**src/rtl/vc2_tt_consts.svh**
```systemverilog
`ifndef VC2_TT_CONSTS_SVH
`define VC2_TT_CONSTS_SVH

// Multiframe geometry: payload plus overhead, four equal sub-frames
`define MF_PAYLOAD 424
`define MF_POH 4
`define MF_BYTES (`MF_PAYLOAD + `MF_POH)
`define POS_W 9
`define POS_V5 9'h000
`define POS_J2 9'h06B
`define SL_UNEQUIPPED 3'h0

// Performance counter width
`define PERF_CNT_W 16

// Register byte addresses
`define REG_CTRL 8'h00
`define REG_TX_TRACE 8'h04
`define REG_EXP_TRACE 8'h08
`define REG_STATUS 8'h0C
`define REG_NEBC 8'h10
`define REG_FEBC 8'h14
`define REG_DS 8'h18

// Control fields and reset values
`define CTRL_MONITOR 0
`define CTRL_UNI 1
`define CTRL_RST 2'h0
`define TRACE_RST 8'h00

`endif

```
**src/rtl/vc2_tt_pkg.sv**
```systemverilog
`include "vc2_tt_consts.svh"

package vc2_tt_pkg;

    // One byte of the multiframe stream; sof marks the first overhead byte
    typedef struct packed {
        logic valid;
        logic sof;
        logic [7:0] data;
    } vc_byte_t;

    // One-second performance report
    typedef struct packed {
        logic [`PERF_CNT_W-1:0] near_errored_block_count;
        logic [`PERF_CNT_W-1:0] far_errored_block_count;
        logic near_defect_second;
        logic far_defect_second;
    } perf_rpt_t;

    typedef enum logic {
        MF_HUNT = 1'b0,
        MF_SYNC = 1'b1
    } mf_state_t;

endpackage

```
**src/rtl/vc2_trail_term.sv**
```systemverilog
`timescale 1ns/1ps
`include "vc2_tt_consts.svh"

module vc2_trail_term (
    input wire logic sys_clk,
    input wire logic rstn,
    input wire logic psel,
    input wire logic penable,
    input wire logic pwrite,
    input wire logic [7:0] paddr,
    input wire logic [31:0] pwdata,
    output logic [31:0] prdata,
    output logic pready,
    output logic pslverr,
    input wire logic sec_pulse,
    input wire vc2_tt_pkg::vc_byte_t src_in,
    output vc2_tt_pkg::vc_byte_t src_out,
    input wire vc2_tt_pkg::vc_byte_t snk_in,
    output vc2_tt_pkg::perf_rpt_t rpt,
    output logic rpt_valid,
    output logic trace_mismatch_defect,
    output logic unequipped_defect
);

    // Next byte position, wrapping at the multiframe end
    function automatic logic [`POS_W-1:0] next_pos(input logic [`POS_W-1:0] p);
        next_pos = (p == `POS_W'(`MF_BYTES - 1)) ? `POS_V5 : p + `POS_W'(1);
    endfunction

    // Even-parity contribution of one byte to the two interleaved bits
    function automatic logic [1:0] bip2(input logic [7:0] d);
        bip2 = {d[7] ^ d[5] ^ d[3] ^ d[1], d[6] ^ d[4] ^ d[2] ^ d[0]};
    endfunction

    logic [1:0] ctrl_q;
    logic [7:0] tx_trace_q;
    logic [7:0] exp_trace_q;
    logic monitoring_state;
    logic uni;
    logic [`POS_W-1:0] src_idx_q;
    logic [`POS_W-1:0] spos;
    logic [1:0] src_bip_q;
    logic rei_pend_q;
    logic rei_tx;
    logic rdi_tx;
    logic [7:0] sbyte;
    vc2_tt_pkg::vc_byte_t src_out_q;
    logic [`POS_W-1:0] snk_idx_q;
    logic [`POS_W-1:0] kpos;
    logic [1:0] snk_bip_q;
    vc2_tt_pkg::mf_state_t mf_q;
    logic at_v5;
    logic near_err;
    logic far_err;
    logic trace_bad_q;
    logic unequip_q;
    logic rdi_q;
    logic far_rdi;
    logic [`PERF_CNT_W-1:0] nebc_q;
    logic [`PERF_CNT_W-1:0] febc_q;
    logic nds_q;
    logic fds_q;
    vc2_tt_pkg::perf_rpt_t rpt_q;
    logic rpt_valid_q;
    logic trace_bad_rpt_q;
    logic unequip_rpt_q;
    logic [31:0] prdata_q;
    logic pready_q;
    logic pslverr_q;
    logic apb_setup;
    logic apb_wr;
    logic mapped;

    assign monitoring_state = ctrl_q[`CTRL_MONITOR];
    assign uni = ctrl_q[`CTRL_UNI];

    // ---------------- Register slave ----------------
    assign apb_setup = psel && !penable;
    assign apb_wr = psel && penable && pready_q && pwrite;
    assign mapped = (paddr == `REG_CTRL) || (paddr == `REG_TX_TRACE) ||
        (paddr == `REG_EXP_TRACE) || (paddr == `REG_STATUS) ||
        (paddr == `REG_NEBC) || (paddr == `REG_FEBC) || (paddr == `REG_DS);

    // Provisioning; writes land only at the completing access edge
    always_ff @(posedge sys_clk or negedge rstn)
    begin
        if (!rstn)
        begin
            ctrl_q <= `CTRL_RST;
            tx_trace_q <= `TRACE_RST;
            exp_trace_q <= `TRACE_RST;
        end
        else if (apb_wr)
        begin
            if (paddr == `REG_CTRL)
                ctrl_q <= pwdata[1:0];
            if (paddr == `REG_TX_TRACE)
                tx_trace_q <= pwdata[7:0];
            if (paddr == `REG_EXP_TRACE)
                exp_trace_q <= pwdata[7:0];
        end
    end

    // Fixed one-wait answer: pready rises in the first access cycle
    always_ff @(posedge sys_clk or negedge rstn)
    begin
        if (!rstn)
        begin
            pready_q <= 1'b0;
            pslverr_q <= 1'b0;
            prdata_q <= 32'h0000_0000;
        end
        else
        begin
            pready_q <= apb_setup && !pready_q;
            pslverr_q <= apb_setup && !pready_q && !mapped;
            if (apb_setup && !pwrite)
            begin
                unique case (paddr)
                    `REG_CTRL: prdata_q <= {30'h0, ctrl_q};
                    `REG_TX_TRACE: prdata_q <= {24'h00_0000, tx_trace_q};
                    `REG_EXP_TRACE: prdata_q <= {24'h00_0000, exp_trace_q};
                    `REG_STATUS: prdata_q <= {28'h000_0000, rdi_q, unequip_q, trace_bad_q, mf_q};
                    `REG_NEBC: prdata_q <= {16'h0000, rpt_q.near_errored_block_count};
                    `REG_FEBC: prdata_q <= {16'h0000, rpt_q.far_errored_block_count};
                    `REG_DS: prdata_q <= {30'h0, rpt_q.far_defect_second,
                        rpt_q.near_defect_second};
                    default: prdata_q <= 32'h0000_0000;
                endcase
            end
        end
    end

    // ---------------- Source direction ----------------
    // Position inside the multiframe; sof re-aligns at V5
    assign spos = src_in.sof ? `POS_V5 : src_idx_q;

    always_ff @(posedge sys_clk or negedge rstn)
    begin
        if (!rstn)
            src_idx_q <= `POS_V5;
        else if (src_in.valid)
            src_idx_q <= next_pos(spos);
    end

    // Remote indications are silenced when no return path exists
    assign rei_tx = rei_pend_q && !uni;
    assign rdi_tx = (trace_bad_q || unequip_q) && !uni;

    // Overhead insertion; everything else, K4 and N2 included, passes through
    always_comb
    begin
        sbyte = src_in.data;
        if (spos == `POS_V5)
            sbyte = {src_bip_q, rei_tx, 1'b0, src_in.data[3:1], rdi_tx};
        else if (spos == `POS_J2)
            sbyte = tx_trace_q;
    end

    // Parity over the bytes actually sent, so the far end checks what left us
    always_ff @(posedge sys_clk or negedge rstn)
    begin
        if (!rstn)
            src_bip_q <= 2'h0;
        else if (src_in.valid)
            src_bip_q <= (spos == `POS_V5) ? bip2(sbyte) : src_bip_q ^ bip2(sbyte);
    end

    // Error pending until the next V5 goes out; a new error wins over the clear
    always_ff @(posedge sys_clk or negedge rstn)
    begin
        if (!rstn)
            rei_pend_q <= 1'b0;
        else
            rei_pend_q <= near_err || (rei_pend_q && !(src_in.valid && spos == `POS_V5));
    end

    always_ff @(posedge sys_clk or negedge rstn)
    begin
        if (!rstn)
            src_out_q <= '0;
        else
        begin
            src_out_q.valid <= src_in.valid;
            src_out_q.sof <= src_in.sof && src_in.valid;
            src_out_q.data <= src_in.valid ? sbyte : 8'h00;
        end
    end

    // ---------------- Sink direction ----------------
    assign kpos = snk_in.sof ? `POS_V5 : snk_idx_q;
    assign at_v5 = snk_in.valid && kpos == `POS_V5;

    always_ff @(posedge sys_clk or negedge rstn)
    begin
        if (!rstn)
            snk_idx_q <= `POS_V5;
        else if (snk_in.valid)
            snk_idx_q <= next_pos(kpos);
    end

    // Parity is only trusted after one whole multiframe has been seen
    always_ff @(posedge sys_clk or negedge rstn)
    begin
        if (!rstn)
            mf_q <= vc2_tt_pkg::MF_HUNT;
        else if (snk_in.valid && snk_in.sof)
            mf_q <= vc2_tt_pkg::MF_SYNC;
    end

    always_ff @(posedge sys_clk or negedge rstn)
    begin
        if (!rstn)
            snk_bip_q <= 2'h0;
        else if (snk_in.valid)
            snk_bip_q <= at_v5 ? bip2(snk_in.data) : snk_bip_q ^ bip2(snk_in.data);
    end

    // Block verdicts; bit 4 of V5 is never looked at
    assign near_err = at_v5 && mf_q == vc2_tt_pkg::MF_SYNC &&
        snk_in.data[7:6] != snk_bip_q;
    assign far_err = at_v5 && snk_in.data[5] && !uni;
    assign far_rdi = rdi_q && !uni;

    // Defect levels follow the latest overhead seen
    always_ff @(posedge sys_clk or negedge rstn)
    begin
        if (!rstn)
        begin
            trace_bad_q <= 1'b0;
            unequip_q <= 1'b0;
            rdi_q <= 1'b0;
        end
        else
        begin
            if (snk_in.valid && kpos == `POS_J2)
                trace_bad_q <= snk_in.data != exp_trace_q;
            if (at_v5)
            begin
                unequip_q <= snk_in.data[3:1] == `SL_UNEQUIPPED;
                rdi_q <= snk_in.data[0];
            end
        end
    end

    // Defect outputs rise only in monitoring state; the status register shows the levels in any state
    always_ff @(posedge sys_clk or negedge rstn)
    begin
        if (!rstn)
        begin
            trace_bad_rpt_q <= 1'b0;
            unequip_rpt_q <= 1'b0;
        end
        else
        begin
            trace_bad_rpt_q <= monitoring_state && trace_bad_q;
            unequip_rpt_q <= monitoring_state && unequip_q;
        end
    end

    // One-second integration; an event in the boundary cycle opens the new second
    always_ff @(posedge sys_clk or negedge rstn)
    begin
        if (!rstn)
        begin
            nebc_q <= '0;
            febc_q <= '0;
            nds_q <= 1'b0;
            fds_q <= 1'b0;
        end
        else if (sec_pulse)
        begin
            nebc_q <= `PERF_CNT_W'(near_err);
            febc_q <= `PERF_CNT_W'(far_err);
            nds_q <= trace_bad_q || unequip_q;
            fds_q <= far_rdi;
        end
        else
        begin
            nebc_q <= nebc_q + `PERF_CNT_W'(near_err);
            febc_q <= febc_q + `PERF_CNT_W'(far_err);
            nds_q <= nds_q || trace_bad_q || unequip_q;
            fds_q <= fds_q || far_rdi;
        end
    end

    // Report snapshot; outside monitoring state the last report is kept
    always_ff @(posedge sys_clk or negedge rstn)
    begin
        if (!rstn)
        begin
            rpt_q <= '0;
            rpt_valid_q <= 1'b0;
        end
        else
        begin
            rpt_valid_q <= sec_pulse && monitoring_state;
            if (sec_pulse && monitoring_state)
                rpt_q <= '{nebc_q, febc_q, nds_q, fds_q};
        end
    end

    assign prdata = prdata_q;
    assign pready = pready_q;
    assign pslverr = pslverr_q;
    assign src_out = src_out_q;
    assign rpt = rpt_q;
    assign rpt_valid = rpt_valid_q;
    assign trace_mismatch_defect = trace_bad_rpt_q;
    assign unequipped_defect = unequip_rpt_q;
endmodule

```
**config.mk**
```make
export PLATFORM = sky130hd
export DESIGN_NAME = vc2_trail_term
export DESIGN_NICKNAME = d
export VERILOG_FILES = /design/src/rtl/vc2_tt_pkg.sv /design/src/rtl/vc2_trail_term.sv
export VERILOG_INCLUDE_DIRS = /design/src /design/src/rtl
export SDC_FILE = /design/constraint.sdc
export NUM_CORES = 1
export LEC_CHECK = 0
export BUFFER_PORTS_ARGS = -buffer_cell sky130_fd_sc_hd__buf_4
export CAP_MARGIN = 20
export CORE_AREA = 2 2 117 130
export CTS_BUF_LIST = sky130_fd_sc_hd__clkbuf_16
export DETAILED_ROUTE_END_ITERATION = 8
export DIE_AREA = 0 0 119 132
export HOLD_SLACK_MARGIN = 0.08
export PLACE_DENSITY = 0.76
export SLEW_MARGIN = 20
export SYNTH_ARGS = -nofsm -noshare
export SYNTH_HDL_FRONTEND = slang
export SYNTH_SLANG_ARGS = --single-unit
```
**constraint.sdc**
```tcl
create_clock -name sys_clk -period 2.5 [get_ports sys_clk]
set_input_delay 0.25 -clock sys_clk [delete_from_list [all_inputs] [get_ports sys_clk]]
set_output_delay 0.25 -clock sys_clk [all_outputs]
set_load 0.02 [all_outputs]
```
After elaboration in Yosys (flattened, before gate mapping):

Cells that the tools add are included.

* flip-flop bits (word level): 160
* input port bits: 66
* output and inout bits: 81
* logic and storage cells: 120

* add/subtract/negate cells: 4
* eq/ne operators: 12
* mux-type cells: 14
* bitwise operators: 14
* reductions and logical operators: 47

Operators by type and width (count)
* 16-bit one-hot mux with 7 select lines: 1
* 9-bit 2-to-1 mux: 4
* 16-bit by 1-bit adder with 16-bit output: 2
* 16-bit 2-to-1 mux: 2
* 8-bit by 5-bit equality test with 1-bit output (second input constant): 3
* 8-bit 2-to-1 mux: 3
* 1-bit logical AND: 23
* 9-bit by 1-bit adder with 9-bit output (second input constant): 2
* 9-bit by 7-bit equality test with 1-bit output (second input constant): 2
* 9-bit equality test (second input constant): 2
* 9-bit logical NOT: 2
* 8-bit by 4-bit equality test with 1-bit output (second input constant): 2
* 1-bit bitwise XOR: 12
* 1-bit logical OR: 11
* 8-bit by 3-bit equality test with 1-bit output (second input constant): 1
* 8-bit logical NOT: 1
* 8-bit inequality test: 1
* 1-bit logical NOT: 6
* 2-bit AND reduction: 3
* 2-bit 2-to-1 mux: 2
* 2-bit bitwise XOR: 2
* 3-bit logical NOT: 1
* 1-bit 2-to-1 mux: 2
* 2-bit inequality test: 1

Logic depth before layout (Yosys ltp):

* depth in word-level cells: 9
* mapped depth: 11

Least setup slack after synthesis:

No wires, ideal clock.

* path type: register to register
* start point: register snk_idx_q[3]
* end point: register nebc_q[15]
* library setup time: 0.132 ns
* data arrival time: 2.304 ns
* path slack: 0.064 ns
* stages on the path, launching flop included: 11
* buffers on the path: 0
* path through: dfrtp_1 or4_1 nor3_2 o211ai_2 nor2_1 ha_1 nand2_1 nor3_1 nand3_1 xor2_1 nor2_1

* longest elaborated chain between the ends: 7

RTL lines
* from (decl): line vc2_trail_term.sv:48 `` logic [`POS_W-1:0] snk_idx_q; ``
* from (signal assigned): line vc2_trail_term.sv:197 `` snk_idx_q <= `POS_V5; ``
* from (signal assigned): line vc2_trail_term.sv:199 `snk_idx_q <= next_pos(kpos);`
* 9-bit 2-to-1 mux: line vc2_trail_term.sv:191 `` assign kpos = snk_in.sof ? `POS_V5 : snk_idx_q; ``
* 9-bit logical NOT (no source line)
* 1-bit logical AND (no source line)
* 1-bit logical AND (2 in a row): line vc2_trail_term.sv:220 `assign near_err = at_v5 && mf_q == vc2_tt_pkg::MF_SYNC &&`
* 16-bit by 1-bit adder with 16-bit output: line vc2_trail_term.sv:280 `` nebc_q <= nebc_q + `PERF_CNT_W'(near_err); ``
* 16-bit 2-to-1 mux: line vc2_trail_term.sv:271 `else if (sec_pulse)`
* to (signal assigned): line vc2_trail_term.sv:273 `` nebc_q <= `PERF_CNT_W'(near_err); ``
* to (signal assigned): line vc2_trail_term.sv:280
* to (decl): line vc2_trail_term.sv:59 `` logic [`PERF_CNT_W-1:0] nebc_q; ``

No other way between the ends.
A chain may end at the register's enable or synchronous reset.

Worst setup path after layout:

* start point: register snk_idx_q[7]
* end point: register febc_q[10]

* longest elaborated chain between the ends: 7

RTL lines
* 9-bit 2-to-1 mux: line vc2_trail_term.sv:191
* 9-bit logical NOT (no source line)
* 1-bit logical AND (no source line)
* 1-bit logical AND (2 in a row): line vc2_trail_term.sv:222 `assign far_err = at_v5 && snk_in.data[5] && !uni;`
* 16-bit by 1-bit adder with 16-bit output: line vc2_trail_term.sv:281 `` febc_q <= febc_q + `PERF_CNT_W'(far_err); ``
* 16-bit 2-to-1 mux: line vc2_trail_term.sv:271
* to (signal assigned): line vc2_trail_term.sv:274 `` febc_q <= `PERF_CNT_W'(far_err); ``
* to (signal assigned): line vc2_trail_term.sv:281
* to (decl): line vc2_trail_term.sv:60 `` logic [`PERF_CNT_W-1:0] febc_q; ``

No other way between the ends.

==> summary.md <==
| Metric | Value |
|---|---|
| Static leakage | `between 4 and 5 nW` |
| Chip Height | `132 µm` |
| Multiplexer fraction of the synthesized cell area | `0.1201` |
| Worst setup slack after layout | `-0.005510 ns` |
| Critical Setup Path Class | `register to register` |
| CTS sink cnt | `144` |
| Most frequent cells in the layout | `144 x sky130_fd_sc_hd__dfrtp_1, 133 x sky130_fd_sc_hd__buf_4, 67 x sky130_fd_sc_hd__nor2_1, 57 x sky130_fd_sc_hd__mux2_2, 40 x sky130_fd_sc_hd__xor2_1` |
| Startpoint types | `register` |
| Maximum fanout along the worst path | `5` |
| Proportion of synthesized chip area in sequential cells | `0.5104` |
| Post-synthesis compound-gate area fraction | `0.08435` |
| Total placed instance area | `0.008124 mm²` |
| Max Buffers Root-to-Sink | `2` |
| Min Hold Slack | `0.09677 ns` |
| Setup repair after global routing missed its margin | `yes` |
| Upper clock frequency limit | `399.1 MHz` |
| Number of warnings reported in the yosys synthesis log | `0` |
| Number of enable-type register cells in the synthesized netlist | `0` |
| Primary flip-flop cell chosen by synthesis mapping | `sky130_fd_sc_hd__dfrtp_1` |
| RD Place Congestion | `just over 0.9` |
| Final nets | `851` |
| Fraction of registers with async set/reset | `1.000` |
| Simple-gate share of the synthesized area | `0.1512` |
| Delay-heaviest family, CP | `simple AND/OR/NAND/NOR gates` |
| Required time at the endpoint of the critical path | `2.79 ns` |
| Setup violators final | `1` |
| Inserted Clock Buffers | `17` |
| Total design power | `5.671 mW` |
| Final min period | `2.506 ns` |
| TritonCTS clock tree | `built` |
| IR drop worst, VDD | `0.0003862 V` |
| Number of violations reported at the end of detailed-routing iteration 0 | `349` |
| Type of the most critical hold path | `primary input to register` |
| Final hold violations | `0` |
| Critical Path Slowest Stage Cell | `sky130_fd_sc_hd__or4_4` |
| Total of buffers placed on input and output ports | `106` |
| Post-synth top area cell | `sky130_fd_sc_hd__dfrtp_1` |
| Share of cells above drive strength 1 | `0.3241` |
| First-pass DRT Iterations | `5` |
| Worst path arrival time | `2.80 ns` |
| Total of flip-flops plus latches after synthesis | `144` |
| Row cnt | `46` |
| Status | `finished with violations` |
| Avg Inst Size Synth | `11.08 µm²` |
| Post-Synth XOR/XNOR Area | `0.07691` |
| Tcrit/Tclk final | `1.002` |
| Area of the core | `0.01433 mm²` |
| Number of cells produced by synthesis | `637` |
| Adder-cell share of the synthesized area | `0.01418` |
| Antenna violations before repair | `0` |
| Initial Util | `0.4927` |
| Wire length of the first global-routing pass | `28370 µm` |
| Register-to-register setup slack | `-0.006 ns` |
| Hold Path Stages | `3` |
| Buf/Inv on CP | `2` |
| Number of pins with negative max-slew slack in the final report | `0` |
| Most common library cell in the layout ignoring fill and taps | `sky130_fd_sc_hd__dfrtp_1` |
| Cell area after synthesis | `0.007061 mm²` |
| Final Core Density | `0.6224` |
| Number of global-route vias before repair | `5499` |
| Detailed placer's ending HPWL | `12610 µm` |
| Post-DRT Antenna Nets | `0` |
| Horizontal die dimension | `about 120 µm` |
| Die area | `0.01571 mm²` |
| Largest net degree at the start of global routing | `70` |
| Beginning of the worst hold path | `src_in[3]` |
| Headroom to the max-slew limit | `0.5899` |
| I/O pin cnt | `147` |
| Post-CTS clock slew at the launch and capture registers of the worst setup and hold paths | `0.06 ns` |
| Overall via count from detail_route | `5433` |
| Main combinational cell family by area after synthesis | `simple AND/OR/NAND/NOR gates` |
| Overall fraction of global-route tracks in use | `0.2299` |
| Crit-path max cell delay | `roughly 0.54 ns` |
| Routed wirelength normalized by instance count | `17.77 µm` |
| Violated checks | `negative setup slack` |
| Setup clock skew after layout | `a little under 0.007 ns` |
| Synth top area share | `0.5104` |
| Area of all placed cells without fillers | `0.008920 mm²` |
| Power density cells | `635.8 mW/mm²` |
| Worst flop-to-flop path endpoint | `febc_q[10]` |
| Cell breakdown of the critical path | `or4_4 > nor3_4 > o211ai_2 > nor3b_2 > buf_4 > ha_4 > nand2_4 > nor2_2 > buf_6 > nand4_1 > xor2_1 > nor2_1` |
| Path depth of the worst reg2reg path | `12` |
| Leftover overflow at the end of global routing | `0` |
| Count of different cell masters after synthesis | `66` |
| Total Wirelength | `17450 µm` |
| Via-per-instance ratio | `about 5.5` |
| Diode insertion count for antenna repair | `0` |
| Transition time of the tightest slew-check pin | `roughly 0.61 ns` |
| Critical path capture point type | `register` |
| Reg-to-reg critical path startpoint | `snk_idx_q[7]` |
| Max-cap violations | `0` |
| Max H-tree Level | `4` |
| Total DRC errors in the routed layout | `0` |
| Layout Area Growth over Synthesis | `26.33%` |
| Clock insertion delay at the later pin of the skew report | `0.42 ns` |
| Leading post-synthesis cells by cell area | `sky130_fd_sc_hd__dfrtp_1 51%, sky130_fd_sc_hd__mux2_2 9.1%, sky130_fd_sc_hd__xor2_1 5.0%, sky130_fd_sc_hd__nor2_1 3.8%, sky130_fd_sc_hd__xnor2_1 2.7%` |
| Root Buffer Master | `sky130_fd_sc_hd__clkbuf_16` |
| Endpoint of the worst hold-timing path | `src_out[3]` |
worst max path at each step:
stage	start	to	cells after the start
after floorplan	snk_idx_q[3]	nebc_q[15]	10
after global placement	snk_idx_q[3]	febc_q[15]	11
after detailed placement	snk_idx_q[3]	febc_q[15]	11
after CTS	snk_idx_q[7]	febc_q[10]	12
after global routing	snk_idx_q[7]	febc_q[10]	12
final	snk_idx_q[7]	febc_q[10]	12
sequential cells by signal, summed over array words and instances, names as in the netlist, 2 cells and up:
signal / flops
rpt: 34
febc_q: 16
nebc_q: 16
prdata: 16
src_out: 10
snk_idx_q: 9
src_idx_q: 9
exp_trace_q: 8
tx_trace_q: 8
ctrl_q: 2
snk_bip_q: 2
src_bip_q: 2
stage by stage:
step | setup WS [ns] | instances | setup TNS, ns
finish | -0.005510 | 982 | -0.005510
global route | -0.09948 | 982 | -0.8980
CTS | -0.03694 | 979 | -0.09481
detailed placement | -0.1153 | 936 | -0.3089
global placement | -0.01651 | 936 | -0.01651
floorplan | 0.06415 | 652 | 0
what timing repair did:
action	4_1_cts	5_1_grt
pin swaps	9	9
cloned	0	0
endpoints found under the hold margin	80	0
hold buffers	11	0
gates resized for setup	15	12
setup buffers	0	3
setup endpoints to repair	12	19
cells in the mapped netlist, drive strengths merged, types with 2 or more instances:
master	n
nor3b	3
nor4b	2
and2	6
a22o	2
nand3	17
nor4	6
inv	17
mux2i	15
mux2	58
clkbuf	19
nand4	12
o2bb2ai	2
xor2	40
and3	10
nand2	40
a21oi	9
buf	22
or3	3
and4	3
nand4b	3
o211ai	2
dfrtp	144
nor3	5
a211oi	3
o22ai	7
a32o	2
mux4	2
or2	3
nor2	71
nand2b	5
nor2b	8
o21ai	31
a221oi	14
ha	8
a22oi	7
o41ai	2
xnor2	22
kinds of logic (layout without fill, tap and decap cells):
| kind of cell | Yosys count | after routing |
|---|---|---|
| compound gates | 87 | 87 |
| xor+xnor | 62 | 62 |
| fa+ha+maj | 8 | 8 |
| buf+inv | 58 | 196 |
| flops | 144 | 144 |
| mux | 75 | 75 |
| other cells | 1 | 16 |
| simple gates | 202 | 202 |
tightest hold or removal path, stage by stage:
cell	delay, ns
sky130_fd_sc_hd__buf_4	0.09
sky130_fd_sc_hd__mux2i_1	0.06
sky130_fd_sc_hd__nor2_1	0.08
power breakdown:
part,leakage [nW],switching [mW],internal [mW]
sequential,1.95,0.0963,2.46
clock,0.254,0.994,1.35
combinational,2.12,0.433,0.330
total,4.32,1.52,4.15
layout make-up:
cell class / count / area, µm²
clock buffer: 17 / 425.4
clock inverter: 15 / 121.4
fill: 1086 / 5411
timing repair buffer: 147 / 1142
inverter: 17 / 63.81
tap: 192 / 240.2
sequential: 144 / 3603
multi-input combinational: 450 / 3323
routing by layer:
metal	GRT usage	wire length [µm]	share of wire	up-vias
li1	-	-	-	2495
met1	0.2826	6989	0.40	2698
met2	0.3790	8897	0.51	200
met3	0.05450	971	0.056	40
met4	0.1151	588	0.034	0
met5	0	0	0	-
Power figures use the tool's default switching activity.
